### config.mk
export PLATFORM = sky130hd
export DESIGN_NAME = dct_device_end_flat
export DESIGN_NICKNAME = d
export VERILOG_FILES = /design/src/design/dct_pkg.sv /design/src/design/dct_link_if.sv /design/src/design/dct_device_end.sv /design/src/flat_wrapper.sv
export SDC_FILE = /design/constraint.sdc
export NUM_CORES = 1
export LEC_CHECK = 0
export BUFFER_PORTS_ARGS = -buffer_cell sky130_fd_sc_hd__clkbuf_2
export CAP_MARGIN = 10
export CELL_PAD_IN_SITES_DETAIL_PLACEMENT = 1
export CELL_PAD_IN_SITES_GLOBAL_PLACEMENT = 1
export CORE_MARGIN = 8
export CORE_UTILIZATION = 33
export DETAILED_ROUTE_END_ITERATION = 12
export PLACE_DENSITY_LB_ADDON = 0.25
export SLEW_MARGIN = 30
export SYNTH_ARGS = -nofsm -noshare
export SYNTH_HDL_FRONTEND = slang
export SYNTH_SLANG_ARGS = --single-unit
export TNS_END_PERCENT = 100
### constraint.sdc
create_clock -name clk -period 3.8 [get_ports clk]
set_clock_uncertainty 0.15 [all_clocks]
set_input_delay 0.38 -clock clk [delete_from_list [all_inputs] [get_ports clk]]
set_output_delay 0.38 -clock clk [all_outputs]
set_load 0.02 [all_outputs]
### src/design/dct_pkg.sv
// ==========================================================================
// Shared constants, types and the test-output mapping.
package dct_pkg;

    // ======================================================================
    // Clock and timing.
    localparam int CLK_PERIOD_NS = 40;
    localparam int CLOCK_INPUT_VALID_TIME_NS = 200;
    localparam int INPUT_ENABLE_TIME_NS = 120;
    localparam int OUTPUT_VALID_TIME_NS = 80;
    localparam int RESET_HOLD_TIME_NS = 400;
    localparam int CNT_W = 8;
    localparam logic [CNT_W-1:0] CLOCK_INPUT_VALID_CYC =
        CNT_W'((CLOCK_INPUT_VALID_TIME_NS + CLK_PERIOD_NS - 1) / CLK_PERIOD_NS);
    localparam logic [CNT_W-1:0] INPUT_ENABLE_CYC =
        CNT_W'((INPUT_ENABLE_TIME_NS + CLK_PERIOD_NS - 1) / CLK_PERIOD_NS);
    localparam logic [CNT_W-1:0] OUTPUT_VALID_CYC =
        CNT_W'((OUTPUT_VALID_TIME_NS + CLK_PERIOD_NS - 1) / CLK_PERIOD_NS);
    localparam logic [CNT_W-1:0] RESET_HOLD_CYC =
        CNT_W'((RESET_HOLD_TIME_NS + CLK_PERIOD_NS - 1) / CLK_PERIOD_NS);
    localparam logic [CNT_W-1:0] PIN_SYNC_CYC = 8'h02;

    // ======================================================================
    // Widths and output masks.
    localparam int DQ_W = 16;
    localparam int DQS_W = 4;
    localparam int OUT_W = DQ_W + DQS_W;
    localparam logic [OUT_W-1:0] MASK_X4 = 20'h3000F;
    localparam logic [OUT_W-1:0] MASK_X8 = 20'h300FF;
    localparam logic [OUT_W-1:0] MASK_X16 = 20'hFFFFF;

    typedef enum logic [1:0] {
        WIDTH_X4 = 2'h0,
        WIDTH_X8 = 2'h1,
        WIDTH_X16 = 2'h2
    } dct_width_e;

    // Test input pins; addr[14] is WE_n, addr[15] CAS_n, addr[16] RAS_n.
    typedef struct packed {
        logic [16:0] addr;
        logic [1:0] ba;
        logic [1:0] bg;
        logic actN;
        logic odt;
        logic cke;
        logic par;
        logic alertN;
        logic ckT;
        logic ckC;
        logic dmL;
        logic dmU;
    } dct_pattern_s;

    // ======================================================================
    // Test outputs as {UDQS_c, UDQS_t, LDQS_c, LDQS_t, DQ[15:0]}.
    function automatic logic [OUT_W-1:0] dct_ct_outputs(input dct_pattern_s p, input logic tenGate,
                                                        input dct_width_e w);
        logic [9:0] mt;
        logic [DQ_W-1:0] dq;
        logic [DQS_W-1:0] dqs;
        mt[0] = p.addr[1] ^ p.addr[6] ^ p.par;
        mt[1] = p.addr[8] ^ p.alertN ^ p.addr[9];
        mt[2] = p.addr[2] ^ p.addr[5] ^ p.addr[13];
        mt[3] = p.addr[0] ^ p.addr[7] ^ p.addr[11];
        mt[4] = p.ckC ^ p.odt ^ p.addr[15];
        mt[5] = p.cke ^ p.addr[16] ^ p.addr[10];
        mt[6] = p.actN ^ p.addr[4] ^ p.ba[1];
        mt[8] = p.addr[14] ^ p.addr[12] ^ p.ba[0];
        mt[9] = p.bg[0] ^ p.addr[3] ^ tenGate;
        case (w)
            WIDTH_X16: begin
                mt[7] = p.dmU ^ p.dmL ^ p.ckT;
                dq = {~mt[7:0], mt[7:0]};
                dqs = {~mt[9], ~mt[8], mt[9], mt[8]};
            end
            WIDTH_X8: begin
                mt[7] = p.bg[1] ^ p.dmL ^ p.ckT;
                dq = {8'h00, mt[7:0]};
                dqs = {2'h0, mt[9], mt[8]};
            end
            default: begin
                mt[7] = p.bg[1] ^ p.ckT;
                dq = {12'h000, mt[6] ^ mt[7], mt[4] ^ mt[5], mt[2] ^ mt[3], mt[0] ^ mt[1]};
                dqs = {2'h0, mt[9], mt[8]};
            end
        endcase
        return {dqs, dq};
    endfunction : dct_ct_outputs

    function automatic logic [OUT_W-1:0] dct_out_mask(input dct_width_e w);
        case (w)
            WIDTH_X16: return MASK_X16;
            WIDTH_X8: return MASK_X8;
            default: return MASK_X4;
        endcase
    endfunction : dct_out_mask

endpackage : dct_pkg

### src/design/dct_link_if.sv
`timescale 1ns/1ns
// ==========================================================================
// Board pins between the memory device and the tester.
interface dct_link_if;
    logic ten;
    logic csN;
    logic resetN;
    dct_pkg::dct_pattern_s pat;
    logic [dct_pkg::DQ_W-1:0] dqOut;
    logic [dct_pkg::DQS_W-1:0] dqsOut;
    logic outOeN;
    logic [dct_pkg::DQ_W-1:0] dqPin;
    logic [dct_pkg::DQS_W-1:0] dqsPin;

    // ======================================================================
    // Pin levels resolved from the device's output enable.
    assign dqPin = outOeN ? '0 : dqOut;
    assign dqsPin = outOeN ? '0 : dqsOut;

    modport device (input ten, input csN, input resetN, input pat,
                    output dqOut, output dqsOut, output outOeN);
    modport tester (output ten, output csN, output resetN, output pat,
                    input dqPin, input dqsPin);
endinterface : dct_link_if

### src/design/dct_device_end.sv
`timescale 1ns/1ns
// Behaviour
// - TEN high enters test mode, low leaves.
// - Tester holds TEN low in normal operation.
// - Test mode bypasses normal memory function.
// - Test mode forces data reference to half.
// - Outputs driven only while CS_n low.
// - Tester keeps RESET_n high during test mode.
// - Minterms zero to three from address pins.
// - Minterms four to six from command pins.
// - Minterm seven depends on device width.
// - Minterm nine includes RESET_n and TEN.
// - x4 DQ outputs pair minterms through XOR; strobes copy minterms eight and nine.
// - x8 outputs copy minterms directly.
// - x16 upper half inverts lower half.
// - Tester enters only after power-up, reset high.
// - Clock inputs first, others after enable time.
// - Outputs settle within valid time, unclocked.
// - No refresh while test mode active.
// - Tester stops using test mode after calibration.
// - Exit anytime; contents undefined, reset required.
module dct_device_end #(
    parameter dct_pkg::dct_width_e WIDTH = dct_pkg::WIDTH_X16
) (
    input wire logic clk,
    input wire logic sys_rst,
    dct_link_if.device link,
    input wire logic refreshReq,
    output logic refreshGrant,
    output logic testModeActive,
    output logic vrefHalfForced,
    output logic normalBypass,
    output logic arrayUndefined,
    output logic resetFault
);

    typedef enum logic [1:0] {
        ST_OFF = 2'h0,
        ST_CLKIN = 2'h1,
        ST_ENABLING = 2'h3,
        ST_ACTIVE = 2'h2
    } dct_dev_state_e;

    logic [2:0] pinMeta_reg;
    logic [2:0] pinSync_reg;
    logic tenSync;
    logic csNSync;
    logic resetNSync;
    dct_dev_state_e state_reg;
    logic [dct_pkg::CNT_W-1:0] count_reg;
    logic resetSeenHigh_reg;
    logic inMode;
    logic exitNow;
    logic [dct_pkg::OUT_W-1:0] testOut;
    logic isActive;
    logic outDrive;
    logic tenGate;

    // ======================================================================
    // Two-stage synchronisers for TEN, CS_n and RESET_n.
    always_ff @(posedge clk) begin
        if (sys_rst) begin
            pinMeta_reg <= 3'h0;
        end else begin
            pinMeta_reg <= {link.resetN, link.csN, link.ten};
        end
    end

    always_ff @(posedge clk) begin
        if (sys_rst) begin
            pinSync_reg <= 3'h0;
        end else begin
            pinSync_reg <= pinMeta_reg;
        end
    end

    assign tenSync = pinSync_reg[0];
    assign csNSync = pinSync_reg[1];
    assign resetNSync = pinSync_reg[2];
    assign inMode = (state_reg != ST_OFF);
    assign exitNow = inMode && !tenSync;
    assign isActive = (state_reg == ST_ACTIVE);

    // ======================================================================
    // RESET_n must have been seen high before entry is honoured.
    always_ff @(posedge clk) begin
        if (sys_rst) begin
            resetSeenHigh_reg <= 1'b0;
        end else if (!resetNSync) begin
            resetSeenHigh_reg <= 1'b0;
        end else begin
            resetSeenHigh_reg <= 1'b1;
        end
    end

    // ======================================================================
    // Entry sequence: clock inputs first, then the remaining inputs.
    always_ff @(posedge clk) begin
        if (sys_rst) begin
            state_reg <= ST_OFF;
            count_reg <= '0;
        end else begin
            case (state_reg)
                ST_OFF: begin
                    if (tenSync && resetSeenHigh_reg) begin
                        state_reg <= ST_CLKIN;
                        count_reg <= dct_pkg::CLOCK_INPUT_VALID_CYC - 8'h01;
                    end
                end
                ST_CLKIN: begin
                    if (!tenSync) begin
                        state_reg <= ST_OFF;
                    end else if (count_reg == '0) begin
                        state_reg <= ST_ENABLING;
                        count_reg <= dct_pkg::INPUT_ENABLE_CYC - 8'h01;
                    end else begin
                        count_reg <= count_reg - 8'h01;
                    end
                end
                ST_ENABLING: begin
                    if (!tenSync) begin
                        state_reg <= ST_OFF;
                    end else if (count_reg != '0) begin
                        count_reg <= count_reg - 8'h01;
                    end else if (!csNSync) begin
                        state_reg <= ST_ACTIVE;
                    end
                end
                ST_ACTIVE: begin
                    if (!tenSync) begin
                        state_reg <= ST_OFF;
                    end
                end
                default: begin
                    state_reg <= ST_OFF;
                end
            endcase
        end
    end

    // ======================================================================
    // Test path from input pins to output pins.
    assign tenGate = link.resetN & link.ten;
    assign testOut = dct_pkg::dct_ct_outputs(link.pat, tenGate, WIDTH);

    assign link.dqOut = isActive ? testOut[dct_pkg::DQ_W-1:0] : 16'h0000;
    assign link.dqsOut = isActive ? testOut[dct_pkg::OUT_W-1:dct_pkg::DQ_W] : 4'h0;

    // ======================================================================
    // Output enable follows the raw pins so that release is immediate.
    assign outDrive = link.ten && isActive && !link.csN;
    assign link.outOeN = !outDrive;

    // ======================================================================
    // Status seen by the rest of the memory.
    always_ff @(posedge clk) begin
        if (sys_rst) begin
            testModeActive <= 1'b0;
        end else begin
            testModeActive <= (state_reg == ST_ACTIVE);
        end
    end

    always_ff @(posedge clk) begin
        if (sys_rst) begin
            vrefHalfForced <= 1'b0;
        end else begin
            vrefHalfForced <= inMode;
        end
    end

    always_ff @(posedge clk) begin
        if (sys_rst) begin
            normalBypass <= 1'b0;
        end else begin
            normalBypass <= inMode || tenSync;
        end
    end

    always_ff @(posedge clk) begin
        if (sys_rst) begin
            refreshGrant <= 1'b0;
        end else begin
            refreshGrant <= refreshReq && !inMode && !tenSync;
        end
    end

    // ======================================================================
    // Sticky flags; a setting event wins over a clear in the same cycle.
    always_ff @(posedge clk) begin
        if (sys_rst) begin
            arrayUndefined <= 1'b0;
        end else if (exitNow) begin
            arrayUndefined <= 1'b1;
        end else if (!resetNSync) begin
            arrayUndefined <= 1'b0;
        end
    end

    always_ff @(posedge clk) begin
        if (sys_rst) begin
            resetFault <= 1'b0;
        end else if (inMode && tenSync && !resetNSync) begin
            resetFault <= 1'b1;
        end else if (state_reg == ST_OFF && tenSync) begin
            resetFault <= 1'b0;
        end
    end

endmodule : dct_device_end

### src/flat_wrapper.sv
// flat-port wrapper written by rule: the top's interface ports become plain ports
module dct_device_end_flat 
#(
    parameter dct_pkg::dct_width_e WIDTH = dct_pkg::WIDTH_X16
)
  (clk, sys_rst, refreshReq, refreshGrant, testModeActive, vrefHalfForced, normalBypass, arrayUndefined, resetFault, link_ten, link_csN, link_resetN, link_pat, link_dqOut, link_dqsOut, link_outOeN);
  dct_link_if link_i ();
  input wire logic clk;
  input wire logic sys_rst;
  input wire logic refreshReq;
  output logic refreshGrant;
  output logic testModeActive;
  output logic vrefHalfForced;
  output logic normalBypass;
  output logic arrayUndefined;
  output logic resetFault;
  input wire logic [$bits(link_i.ten)-1:0] link_ten;
  input wire logic [$bits(link_i.csN)-1:0] link_csN;
  input wire logic [$bits(link_i.resetN)-1:0] link_resetN;
  input wire logic [$bits(link_i.pat)-1:0] link_pat;
  output wire logic [$bits(link_i.dqOut)-1:0] link_dqOut;
  output wire logic [$bits(link_i.dqsOut)-1:0] link_dqsOut;
  output wire logic [$bits(link_i.outOeN)-1:0] link_outOeN;
  assign link_i.ten = link_ten;
  assign link_i.csN = link_csN;
  assign link_i.resetN = link_resetN;
  assign link_i.pat = link_pat;
  assign link_dqOut = link_i.dqOut;
  assign link_dqsOut = link_i.dqsOut;
  assign link_outOeN = link_i.outOeN;
  dct_device_end #(.WIDTH(WIDTH)) u_core (.clk(clk), .sys_rst(sys_rst), .link(link_i), .refreshReq(refreshReq), .refreshGrant(refreshGrant), .testModeActive(testModeActive), .vrefHalfForced(vrefHalfForced), .normalBypass(normalBypass), .arrayUndefined(arrayUndefined), .resetFault(resetFault));
endmodule
* After elaboration in Yosys (flattened, before gate mapping)
Index checks and enable logic that the tools add are counted.
** Operators by class
- Reductions and logical operators :: 23
- Eq/ne operators :: 12
- Muxes and demuxes :: 21
- Add/subtract/negate cells :: 1
- Bitwise logic cells :: 24
** Operators with widths (count)
- two-way mux 8 bit :: 5
- case mux 8 bit (3 select lines) :: 1
- bitwise XOR 1 bit :: 20
- two-way mux 16 bit :: 1
- two-way mux 2 bit :: 7
- AND reduction 5 bit :: 2
- logical AND 1 bit :: 9
- != test 3 bit (second input constant) :: 3
- zero test 8 bit :: 1
- != test 2 x 1 -> 1 bit (second input constant) :: 4
- NOT 8 bit :: 1
- case mux 2 bit (4 select lines) :: 1
- nonzero test 8 bit :: 1
- subtractor 8 x 1 -> 8 bit (second input constant) :: 1
- zero test 1 bit :: 5
- two-way mux 1 bit :: 5
- == test 2 bit (second input constant) :: 2
- two-way mux 4 bit :: 1
- != test 2 bit (second input constant) :: 2
- nonzero test 2 bit :: 2
- nonzero test 3 bit :: 1
- == test 2 x 1 -> 1 bit (second input constant) :: 1
- zero test 2 bit :: 1
- NOT 1 bit :: 2
- 2 further kinds :: 2
** Word-level totals
- Flip-flop bits (word level) :: 23
- Output and inout port bits :: 27
- Input port bits :: 36
- Logic and storage cells :: 92

* Logic depth before layout (Yosys ltp)
Gate-level depths: netlist of run 1.
- Word-level depth :: 4
- Gate-level depth with buffers :: 7

* Least setup slack after synthesis of run 1
OpenSTA, ideal clock, no wires.
- Path type :: flip-flop to flip-flop
- Start :: register u_core.count_reg[3] (netlist name)
- End :: register u_core.count_reg[1] (netlist name)
- Arrival :: 1848 ps
- Setup slack :: 1736 ps
- Period minus slack after synthesis :: 2064 ps
- Required time :: 3584 ps
- Library setup time :: 66 ps
- Stages on the path, launching flop included :: 6
- Path through :: dfxtp_1 > or4_1 > clkbuf_2 > or4_1 > a211o_1 > a21oi_2
** On the way
- Word-level cells in the longest chain between the ends :: 4
- Elaborated cells on any way between the ends :: 7
** Ends and longest elaborated chain
- from (decl) :: RTL line dct_device_end.sv:50 : logic [dct_pkg::CNT_W-1:0] count_reg;
- from (signal assigned) :: RTL line dct_device_end.sv:107 : count_reg <= dct_pkg::CLOCK_INPUT_VALID_CYC - 8'h01;
- from (signal assigned) :: RTL line dct_device_end.sv:115 : count_reg <= dct_pkg::INPUT_ENABLE_CYC - 8'h01;
- from (signal assigned) :: RTL line dct_device_end.sv:117 : count_reg <= count_reg - 8'h01;
- zero test 8 bit :: RTL line dct_device_end.sv:113 : end else if (count_reg == '0) begin
- two-way mux 8 bit :: RTL line dct_device_end.sv:113
- two-way mux 8 bit :: RTL line dct_device_end.sv:111 : if (!tenSync) begin
- case mux 8 bit (3 select lines) :: RTL line dct_device_end.sv:103 : case (state_reg)
Several ways; a longest one is shown, not always the timed one. The select of a mux whose other input is x is not followed.
A chain may end at the register's enable or synchronous reset.

* Worst setup path after layout of run 1
- Start :: register u_core.state_reg[0]
- End :: register u_core.count_reg[7] (netlist name)
** On the way
- Word-level cells in the longest chain between the ends :: 3
- Elaborated cells on any way between the ends :: 10
** Ends and longest elaborated chain
- from (decl) :: RTL line dct_device_end.sv:49 : dct_dev_state_e state_reg;
- from (signal assigned) :: RTL line dct_device_end.sv:100 : state_reg <= ST_OFF;
- from (signal assigned) :: RTL line dct_device_end.sv:106 : state_reg <= ST_CLKIN;
- from (signal assigned) :: RTL line dct_device_end.sv:112 : state_reg <= ST_OFF;
- == test 2 bit (tied with other cells) :: RTL line dct_device_end.sv:103
- != test 2 x 1 -> 1 bit (no line) or nonzero test 3 bit (tied branches)
- AND reduction 5 bit (no line)
Several ways; a longest one is shown, not always the timed one.

==> results_tabular.tex, run 1 <==
\begin{tabular}{lr}
\hline
Metric & Value \\
\hline
\multicolumn{2}{l}{\textbf{STA}} \\
Fin crit share & about two thirds \\
Number of endpoints failing setup at the final stage & 0 \\
Final hold violation count & 0 \\
Summed negative setup slack over all endpoints & 0 ns \\
Pin slew with the least headroom to its limit & about 0.8 ns \\
Final critical-path required period & approximately 2.6 ns \\
Final critical-path setup slack & between 1 and 1.5 ns \\
Worst relative slew slack & between 40\% and 50\% \\
Highest clock rate & slightly below 0.4 GHz \\
RSZ-0062 raised after global routing & false \\
Max-slew violation count & 0 \\
\multicolumn{2}{l}{\textbf{Worst setup path}} \\
Family of cells with the greatest summed delay on the critical path & simple AND/OR/NAND/NOR gates \\
CP arrival & roughly 2.6 ns \\
Max FO, Critical Path & 23 \\
Critical Path Slowest Stage Cell & sky130\_fd\_sc\_hd\_\_nand2b\_1 \\
Kind of start point of the critical path & register \\
Sort of element at the end of the critical path & register \\
Required @ worst endpoint & just under 4 ns \\
Cells traversed along the worst timing path & nand2b\_1, o2111ai\_1, buf\_4, or4\_2, a21oi\_1 \\
Type of the setup path with the least slack & register to register \\
Crit-path max cell delay & 0.68 ns \\
Crit path buffers/inverters & 1 \\
\multicolumn{2}{l}{\textbf{Final layout}} \\
Flip-flop count of the largest register, all copies and words added & 8 \\
Summed area of non-filler cells in the final layout & around 0.0016 mm\^{}2 \\
Synth-to-layout area growth & 32.0\% \\
Share of cells above drive strength 1 & 38.0\% \\
Antenna diodes & 0 \\
Final cell count without fillers & 248 \\
Most common cell after layout, fill and taps aside & sky130\_fd\_sc\_hd\_\_clkbuf\_2 \\
Commonest cells after routing, fill and taps aside & sky130\_fd\_sc\_hd\_\_clkbuf\_2, sky130\_fd\_sc\_hd\_\_dfxtp\_1, sky130\_fd\_sc\_hd\_\_xnor2\_1 \\
Final-stage net count & around 240 \\
\multicolumn{2}{l}{\textbf{Die}} \\
Std cell rows & 22 \\
Vert. Die Dim & between 70 and 80 um \\
Effective utilization at floorplan & 33.6\% \\
Die W & around 77 um \\
Overall die area & 0.00586 mm\^{}2 \\
IO Pins & 63 \\
Area of the core & between 0.003 and 0.004 mm\^{}2 \\
\multicolumn{2}{l}{\textbf{Clock tree}} \\
H-tree levels & 1 \\
Number of sinks handled by clock tree synthesis & 23 \\
Number of resized instances in the post-cts repair step & 0 \\
Clock Path Buffers & 2 \\
Number of post-CTS setup repair buffers & 0 \\
Buffer type at the clock tree root & sky130\_fd\_sc\_hd\_\_clkbuf\_8 \\
Clk\_lat worst skew & approximately 0.27 ns \\
Total CTS buffers & 3 \\
\# hold bufs at CTS & 0 \\
Register clock-pin slew on the reported worst setup and hold paths & about 0.080 ns \\
TritonCTS clock tree & built \\
\multicolumn{2}{l}{\textbf{GRT}} \\
Total global routing overflow & 0 \\
Global-route wire length before repair & 5700 um \\
Largest net degree at the start of global routing & 24 \\
Global-route usage over all layers & 11.5\% \\
Number of antenna violations at the first check in global routing & 0 \\
Number of global-route vias before repair & $\sim$1400 \\
\multicolumn{2}{l}{\textbf{Synth}} \\
Cell type with the largest total area after synthesis & sky130\_fd\_sc\_hd\_\_dfxtp\_1 \\
Yosys reg bits & 23 \\
Synth Net Count & around 180 \\
Mean cell area of the mapped netlist & approximately 8.7 um\^{}2 \\
Area contributors post-synth & sky130\_fd\_sc\_hd\_\_dfxtp\_1, sky130\_fd\_sc\_hd\_\_xnor2\_1, sky130\_fd\_sc\_hd\_\_nor2b\_1 \\
Fraction of synthesized cell area taken by the top area cell type & between 30\% and 40\% \\
Unique cell type count in the Yosys netlist & 32 \\
Synth async-reset ratio & 0\% \\
Post-synthesis sequential area ratio & between 30\% and 40\% \\
Number of synthesis warnings & 0 \\
Post-synth design cell area & approximately 0.0012 mm\^{}2 \\
Synthesized netlist cell count & approximately 140 \\
Dominant register cell in the synthesized netlist & sky130\_fd\_sc\_hd\_\_dfxtp\_1 \\
Number of enable-type register cells in the synthesized netlist & 0 \\
\multicolumn{2}{l}{\textbf{Detailed routing}} \\
Iteration-0 DRC Markers & 30 \\
Post-route met1 wirelength & between 1000 and 1500 um \\
Overall routed net length & 3310 um \\
Total iterations of the first detailed-routing run & 3 \\
Number of DRC violations after detailed routing & 0 \\
Total length of routed met2 wires & 1460 um \\
Overall via count from detail\_route & $\sim$1200 \\
Final antenna-violating net count & 0 \\
Amount of wire on met3 after detailed routing & between 300 and 400 um \\
Avg Vias per Cell & 4.87 \\
Average wire per standard cell & 13.4 um \\
Uppermost signal routing layer after detailed routing & met4 \\
\multicolumn{2}{l}{\textbf{Pwr}} \\
Total power & $\sim$0.00047 W \\
Peak supply drop & approximately 0.15 mV \\
Static leakage & $\sim$0.7 nW \\
Power density over cell area & 297 mW/mm\^{}2 \\
\multicolumn{2}{l}{\textbf{Placed design}} \\
Dpl cells & $\sim$240 \\
Dpl hpwl & 2680 um \\
Cell area after placement & 0.00155 mm\^{}2 \\
Port bufs & 61 \\
Placer Congestion & 0.721 \\
Worst setup slack after placement & between 1 and 1.5 ns \\
\multicolumn{2}{l}{\textbf{Run}} \\
Reported max-cap violation count & 0 \\
\multicolumn{2}{l}{\textbf{Run status}} \\
Result of the run & finished clean \\
\multicolumn{2}{l}{\textbf{Min path}} \\
HP Class & input port to register \\
\hline
\end{tabular}
[routing by layer]
metal	vias up	track usage (%)
met5	-	0
met4	0	6.92
met3	5	5.66
met2	53	18.3
met1	552	12.0
li1	597	-
[cell usage after synthesis (3+ instances only)]
library cell,number
sky130_fd_sc_hd__inv_1,7
sky130_fd_sc_hd__nand2_1,3
sky130_fd_sc_hd__nor2b_1,16
sky130_fd_sc_hd__a21oi_1,10
sky130_fd_sc_hd__o31ai_1,5
sky130_fd_sc_hd__or4_2,3
sky130_fd_sc_hd__dfxtp_1,23
sky130_fd_sc_hd__or4_1,4
sky130_fd_sc_hd__nor2_1,18
sky130_fd_sc_hd__nand2b_1,4
sky130_fd_sc_hd__xnor2_1,20
[final timing paths]
check / start / to / slack, ns / cells past startpoint
setup / recovery: u_core.state_reg[0]$_SDFFE_PP0P_ / u_core.count_reg[7]$_SDFFE_PP0P_ / 1.24 / 5
hold / removal: link_csN / u_core.pinMeta_reg[1]$_SDFF_PP0_ / 0.19 / 2
setup reg to reg: u_core.state_reg[0]$_SDFFE_PP0P_ / u_core.count_reg[7]$_SDFFE_PP0P_ / 1.24 / 5
hold reg to reg: u_core.pinMeta_reg[2]$_SDFF_PP0_ / u_core.pinSync_reg[2]$_SDFF_PP0_ / 0.29 / 1
[cells by family (layout without fill, tap and decap cells)]
group / count (synthesis) / after routing / share of synthesized area [%]
buffers and inverters: 12 / 73 / 5.07
flip-flops: 23 / 23 / 38.1
adder cells (fa/ha/maj): 1 / 1 / 1.03
AND/OR/NAND/NOR: 57 / 57 / 27.0
XOR/XNOR: 21 / 21 / 15.2
AO/OA/AOI/OAI: 25 / 25 / 13.7
[metrics by stage]
step | util, % | hold slack [ns]
detailed placement | 42.9 | 0.278
global route | 44.3 | 0.199
finish | 44.3 | 0.189
floorplan | - | 0.264
CTS | 44.3 | 0.182
global placement | 42.9 | 0.266
[power breakdown]
part / total (W) / switching (W) / internal (W)
Sequential: 0.000249 / 0.00000283 / 0.000246
Clock: 0.000154 / 0.0000795 / 0.0000742
Combinational: 0.0000712 / 0.0000310 / 0.0000403
Total: 0.000474 / 0.000113 / 0.000361
[final cells by class]
type	count	area, um^2
multi-input cells	104	688
repair buffers	62	313
clock inverters	1	7.51
well taps	48	60.1
flip-flops and latches	23	460
clock buffers	3	41.3
inverters	7	26.3
fillers	452	2010
Power figures use the tool's default switching activity.
==> run 2: changes to the inputs <==
- CORE_UTILIZATION: 33 -> 31
- clock period: 3.8 -> 2.53 ns (I/O delays scaled with it)
==> run 2 against run 1 <==
Sequential share of layout area down 0.14 points. Flip-flop and latch count unchanged. Register-to-register slack worse by 0.94 ns. Maximum frequency up 15%. Critical endpoint is now u_core.count_reg[1]$_SDFFE_PP0P_. Highest routed layer unchanged.
==> results_tabular.tex, run 2 (synthesized netlist as in run 1, its figures left out) <==
\begin{tabular}{lr}
\hline
Metric & Value \\
\hline
\multicolumn{2}{l}{\textbf{Run status}} \\
Result of the run & finished clean \\
\multicolumn{2}{l}{\textbf{STA}} \\
Number of endpoints failing setup at the final stage & 0 \\
Max-slew violation count & 0 \\
Final hold violation count & 0 \\
Pin slew with the least headroom to its limit & between 0.4 and 0.5 ns \\
Final critical-path required period & about 2.2 ns \\
Worst relative slew slack & roughly 70\% \\
Summed negative setup slack over all endpoints & 0 ns \\
Highest clock rate & 0.448 GHz \\
RSZ-0062 raised after global routing & false \\
Fin crit share & between 80\% and 90\% \\
\multicolumn{2}{l}{\textbf{Clock tree}} \\
Number of resized instances in the post-cts repair step & 0 \\
\# hold bufs at CTS & 0 \\
Buffer type at the clock tree root & sky130\_fd\_sc\_hd\_\_clkbuf\_8 \\
Total CTS buffers & 3 \\
Clk\_lat worst skew & about 0.26 ns \\
Clock Path Buffers & 2 \\
H-tree levels & 1 \\
Number of post-CTS setup repair buffers & 0 \\
Number of sinks handled by clock tree synthesis & 23 \\
TritonCTS clock tree & built \\
Register clock-pin slew on the reported worst setup and hold paths & around 0.08 ns \\
\multicolumn{2}{l}{\textbf{Detailed routing}} \\
Overall routed net length & about 3300 um \\
Overall via count from detail\_route & roughly 1200 \\
Avg Vias per Cell & slightly below 5 \\
Iteration-0 DRC Markers & 33 \\
Final antenna-violating net count & 0 \\
Uppermost signal routing layer after detailed routing & met4 \\
Total length of routed met2 wires & 1500 um \\
Number of DRC violations after detailed routing & 0 \\
Average wire per standard cell & between 10 and 15 um \\
Post-route met1 wirelength & roughly 1300 um \\
Total iterations of the first detailed-routing run & 4 \\
Amount of wire on met3 after detailed routing & approximately 400 um \\
\multicolumn{2}{l}{\textbf{Worst setup path}} \\
Number of cells on the worst reg-to-reg path & 4 \\
Kind of start point of the critical path & register \\
CP arrival & roughly 2.3 ns \\
Max FO, Critical Path & 8 \\
Destination of the worst register-to-register timing path & u\_core.count\_reg[1]\$\_SDFFE\_PP0P\_ \\
Reg-to-reg startpoint & u\_core.count\_reg[3]\$\_SDFFE\_PP0P\_ \\
R2R Setup Slk & about 0.3 ns \\
Type of the setup path with the least slack & register to register \\
Required @ worst endpoint & 2.58 ns \\
Sort of element at the end of the critical path & register \\
\multicolumn{2}{l}{\textbf{Die}} \\
Area of the core & roughly 0.0037 mm\^{}2 \\
IO Pins & 63 \\
Vert. Die Dim & 78.5 um \\
Std cell rows & 22 \\
Overall die area & around 0.006 mm\^{}2 \\
Die W & 78.5 um \\
Effective utilization at floorplan & around 33\% \\
\multicolumn{2}{l}{\textbf{Placed design}} \\
Placer Congestion & about 0.75 \\
Dpl hpwl & 2730 um \\
Port bufs & 61 \\
\multicolumn{2}{l}{\textbf{GRT}} \\
Number of antenna violations at the first check in global routing & 0 \\
Number of global-route vias before repair & about 1400 \\
Global-route wire length before repair & 5590 um \\
Largest net degree at the start of global routing & 23 \\
Global-route usage over all layers & 10.8\% \\
Total global routing overflow & 0 \\
\multicolumn{2}{l}{\textbf{Run}} \\
Reported max-cap violation count & 0 \\
\multicolumn{2}{l}{\textbf{Final layout}} \\
Antenna diodes & 0 \\
Synth-to-layout area growth & 32.6\% \\
Flip-flop count of the largest register, all copies and words added & 8 \\
Most common cell after layout, fill and taps aside & sky130\_fd\_sc\_hd\_\_clkbuf\_2 \\
Share of cells above drive strength 1 & between 30\% and 40\% \\
Final-stage net count & around 240 \\
Commonest cells after routing, fill and taps aside & sky130\_fd\_sc\_hd\_\_clkbuf\_2, sky130\_fd\_sc\_hd\_\_dfxtp\_1, sky130\_fd\_sc\_hd\_\_xnor2\_1 \\
\multicolumn{2}{l}{\textbf{Min path}} \\
Terminating pin of the worst hold path & u\_core.pinMeta\_reg[2]\$\_SDFF\_PP0\_ \\
Number of instances on the worst hold path & 2 \\
Hold path start & link\_resetN \\
HP Class & input port to register \\
\multicolumn{2}{l}{\textbf{Pwr}} \\
Peak supply drop & about 0.17 mV \\
Static leakage & 0.711 nW \\
Power density over cell area & around 440 mW/mm\^{}2 \\
Total power & 0.000710 W \\
\hline
\end{tabular}
-- run 2: cell count changes in the layout (fill, tap and decap cells not counted) --
cell	change
sky130_fd_sc_hd__buf_4	+1
-- run 2: worst max-delay path: stages, from the launching register on --
cell and delay, ns:
sky130_fd_sc_hd__dfxtp_1 0.36, sky130_fd_sc_hd__or4_1 0.69, sky130_fd_sc_hd__or4_1 0.52, sky130_fd_sc_hd__a211o_1 0.32, sky130_fd_sc_hd__a21oi_2 0.12
-- run 2: where the power goes --
part	internal [W]	leakage [nW]	total, W	switching (W)
combinational	0.0000605	0.502	0.000106	0.0000460
clock	0.000111	0.0217	0.000230	0.000118
sequential	0.000370	0.187	0.000374	0.00000410
-- run 2: per-layer routing --
layer	global-route usage (%)	up-vias
li1	-	596
met1	10.3	558
met2	19.1	54
met3	5.01	4
met4	5.56	0
met5	0	-
-- run 2: worst max-delay path by stage --
stage                                           from                                to  slack (ns)  cells past startpoint
floorplan           u_core.count_reg[3]$_SDFFE_PP0P_  u_core.count_reg[1]$_SDFFE_PP0P_        0.47                      5
global placement    u_core.count_reg[3]$_SDFFE_PP0P_  u_core.count_reg[1]$_SDFFE_PP0P_        0.39                      4
detailed placement  u_core.count_reg[3]$_SDFFE_PP0P_  u_core.count_reg[1]$_SDFFE_PP0P_        0.33                      4
CTS                 u_core.count_reg[3]$_SDFFE_PP0P_  u_core.count_reg[1]$_SDFFE_PP0P_        0.31                      4
global route        u_core.count_reg[3]$_SDFFE_PP0P_  u_core.count_reg[1]$_SDFFE_PP0P_        0.23                      4
finish              u_core.count_reg[3]$_SDFFE_PP0P_  u_core.count_reg[1]$_SDFFE_PP0P_        0.30                      4
-- run 2: layout make-up --
cell class | instances | area (um^2)
Fill cell | 477 | 2110
Multi-Input combinational cell | 104 | 688
Sequential cell | 23 | 460
Timing Repair Buffer | 63 | 320
Tap cell | 48 | 60.1
Clock buffer | 3 | 41.3
Inverter | 7 | 26.3
Clock inverter | 1 | 7.51
-- run 2: stage by stage --
step | hold WS (ns) | instance area, um^2 | std cells | utilization (%) | worst slack (ns)
after global placement | 0.267 | 1560 | 245 | 41.9 | 0.389
after global routing | 0.0734 | 1600 | 249 | 43.2 | 0.230
after floorplan | 0.175 | 1210 | 139 | - | 0.466
after detailed placement | 0.275 | 1560 | 245 | 41.9 | 0.332
after CTS | 0.0565 | 1600 | 249 | 43.2 | 0.308
final | 0.0615 | 1600 | 249 | 43.2 | 0.300
==> run 3: changes to the inputs <==
- CORE_ASPECT_RATIO: unset -> 0.5
==> run 3 against run 2 <==
Sequential power is essentially flat. Non-clock buffer count is the same. Worst setup slack gained 0.023 ns. Flip-flop and latch count is the same. Routed wire length grew 3.6%. Power grew 0.47%. Hold slack lost 0.0083 ns. Critical path type unchanged. Maximum frequency grew 1.0%.
==> results_tabular.tex, run 3 (synthesized netlist as in run 1, its figures left out) <==
\begin{tabular}{lr}
\hline
Metric & Value \\
\hline
\multicolumn{2}{l}{\textbf{Run status}} \\
Result of the run & finished clean \\
\multicolumn{2}{l}{\textbf{Clock tree}} \\
H-tree levels & 1 \\
TritonCTS clock tree & built \\
Total CTS buffers & 3 \\
Number of resized instances in the post-cts repair step & 0 \\
Clk\_lat worst skew & between 0.2 and 0.3 ns \\
Clock Path Buffers & 2 \\
Buffer type at the clock tree root & sky130\_fd\_sc\_hd\_\_clkbuf\_8 \\
Number of sinks handled by clock tree synthesis & 23 \\
\# hold bufs at CTS & 0 \\
Number of post-CTS setup repair buffers & 0 \\
Register clock-pin slew on the reported worst setup and hold paths & roughly 0.09 ns \\
\multicolumn{2}{l}{\textbf{Die}} \\
IO Pins & between 60 and 70 \\
Die W & 104 um \\
Effective utilization at floorplan & a little under a third \\
Overall die area & between 0.006 and 0.007 mm\^{}2 \\
Area of the core & between 0.003 and 0.004 mm\^{}2 \\
Vert. Die Dim & between 60 and 70 um \\
Std cell rows & 16 \\
\multicolumn{2}{l}{\textbf{GRT}} \\
Number of antenna violations at the first check in global routing & 0 \\
Total global routing overflow & 0 \\
Largest net degree at the start of global routing & 23 \\
Global-route wire length before repair & between 5000 and 6000 um \\
Number of global-route vias before repair & 1274 \\
Global-route usage over all layers & around 11\% \\
\multicolumn{2}{l}{\textbf{Final layout}} \\
Post-route core utilization & 42.1\% \\
Flip-flop count of the largest register, all copies and words added & 8 \\
Synth-to-layout area growth & 33.2\% \\
Final-stage net count & about 240 \\
Commonest cells after routing, fill and taps aside & sky130\_fd\_sc\_hd\_\_clkbuf\_2, sky130\_fd\_sc\_hd\_\_dfxtp\_1, sky130\_fd\_sc\_hd\_\_xnor2\_1 \\
Antenna diodes & 0 \\
Storage cell area & 460 um\^{}2 \\
Area occupied by multi-input gates & 688 um\^{}2 \\
Summed area of non-filler cells in the final layout & 0.00161 mm\^{}2 \\
Most common cell after layout, fill and taps aside & sky130\_fd\_sc\_hd\_\_clkbuf\_2 \\
Share of cells above drive strength 1 & between 30\% and 40\% \\
Fillcell total & $\sim$490 \\
\multicolumn{2}{l}{\textbf{Pwr}} \\
Power density over cell area & $\sim$440 mW/mm\^{}2 \\
Peak supply drop & approximately 0.22 mV \\
Net switching component of the power & between 0.00015 and 0.0002 W \\
Internal cell power & about 0.00054 W \\
Static leakage & 0.711 nW \\
Proportion of total power due to net switching & roughly a quarter \\
Fraction of power consumed by sequential logic & between 50\% and 60\% \\
Total power & 0.000713 W \\
Proportion of power drawn by combinational gates & between 10\% and 20\% \\
Clock group share of total power & between 30\% and 40\% \\
\multicolumn{2}{l}{\textbf{Min path}} \\
HP Class & input port to register \\
\multicolumn{2}{l}{\textbf{STA}} \\
Number of endpoints failing setup at the final stage & 0 \\
Fin crit share & just under 90\% \\
Max-slew violation count & 0 \\
Pin slew with the least headroom to its limit & 0.355 ns \\
Final hold violation count & 0 \\
Worst relative slew slack & roughly three quarters \\
Final critical-path setup slack & approximately 0.32 ns \\
RSZ-0062 raised after global routing & false \\
Summed negative setup slack over all endpoints & 0 ns \\
Final critical-path required period & $\sim$2.2 ns \\
Highest clock rate & 0.453 GHz \\
\multicolumn{2}{l}{\textbf{Placed design}} \\
Worst setup slack after placement & between 0.3 and 0.4 ns \\
Placer Congestion & between 0.7 and 0.8 \\
Dpl hpwl & between 2000 and 3000 um \\
Cell area after placement & roughly 0.0016 mm\^{}2 \\
Port bufs & 61 \\
\multicolumn{2}{l}{\textbf{Worst setup path}} \\
Crit path to & u\_core.count\_reg[1]\$\_SDFFE\_PP0P\_ \\
CP arrival & 2.26 ns \\
R2R Setup Slk & approximately 0.32 ns \\
Beginning of the critical path & u\_core.count\_reg[3]\$\_SDFFE\_PP0P\_ \\
Max FO, Critical Path & 8 \\
Destination of the worst register-to-register timing path & u\_core.count\_reg[1]\$\_SDFFE\_PP0P\_ \\
Sort of element at the end of the critical path & register \\
Kind of start point of the critical path & register \\
Type of the setup path with the least slack & register to register \\
Reg-to-reg startpoint & u\_core.count\_reg[3]\$\_SDFFE\_PP0P\_ \\
Number of cells on the worst reg-to-reg path & 4 \\
Required @ worst endpoint & roughly 2.6 ns \\
\multicolumn{2}{l}{\textbf{Detailed routing}} \\
Total iterations of the first detailed-routing run & 2 \\
Avg Vias per Cell & about 4.6 \\
Iteration-0 DRC Markers & 39 \\
Final antenna-violating net count & 0 \\
Overall routed net length & 3400 um \\
Overall via count from detail\_route & around 1200 \\
Number of DRC violations after detailed routing & 0 \\
Average wire per standard cell & about 13 um \\
\multicolumn{2}{l}{\textbf{Run}} \\
Reported max-cap violation count & 0 \\
\hline
\end{tabular}
[run 3: cell counts in the layout (fill, tap and decap cells not counted)]
No cell type changed its count.
[run 3: how the worst min path moves through the flow]
stage	to	cells past startpoint	start	slack, ns
finish	u_core.pinMeta_reg[1]$_SDFF_PP0_	2	link_csN	0.05
global route	u_core.pinMeta_reg[2]$_SDFF_PP0_	2	link_resetN	0.07
CTS	u_core.pinMeta_reg[1]$_SDFF_PP0_	2	link_csN	0.05
detailed placement	u_core.pinSync_reg[1]$_SDFF_PP0_	1	u_core.pinMeta_reg[1]$_SDFF_PP0_	0.28
global placement	u_core.pinSync_reg[0]$_SDFF_PP0_	1	u_core.pinMeta_reg[0]$_SDFF_PP0_	0.27
floorplan	u_core.pinMeta_reg[1]$_SDFF_PP0_	1	sys_rst	0.17
[run 3: power by group through the flow]
| stage | logic, W | clock network, W | registers [W] |
|---|---|---|---|
| floorplan | 0.0000649 | 0 | 0.000384 |
| global placement | 0.000104 | 0 | 0.000382 |
| detailed placement | 0.000107 | 0 | 0.000382 |
| CTS | 0.000107 | 0.000244 | 0.000374 |
| global route | 0.000116 | 0.000253 | 0.000375 |
| finish | 0.000105 | 0.000234 | 0.000374 |
[run 3: stage by stage]
stage / cells / hold slack (ns)
CTS: 255 / 0.0496
global placement: 251 / 0.268
floorplan: 139 / 0.175
global route: 255 / 0.0692
finish: 255 / 0.0532
detailed placement: 251 / 0.279
[run 3: critical path: stages, from the launching register on]
cell and delay [ns]:
sky130_fd_sc_hd__dfxtp_1 0.36, sky130_fd_sc_hd__or4_1 0.68, sky130_fd_sc_hd__or4_1 0.51, sky130_fd_sc_hd__a211o_1 0.32
sky130_fd_sc_hd__a21oi_2 0.12
[run 3: cell type report]
class                           instances  share of cell area [%]
Multi-Input combinational cell        104                    42.7
Sequential cell                        23                    28.6
Timing Repair Buffer                   63                    19.9
Tap cell                               54                    4.19
Clock buffer                            3                    2.56
Inverter                                7                    1.63
Clock inverter                          1                   0.466
[run 3: layer usage]
layer	routed length [um]	global-route usage, %
met1	1350	10.9
met2	1460	17.9
met3	542	7.96
met4	41	4.28
met5	0	0
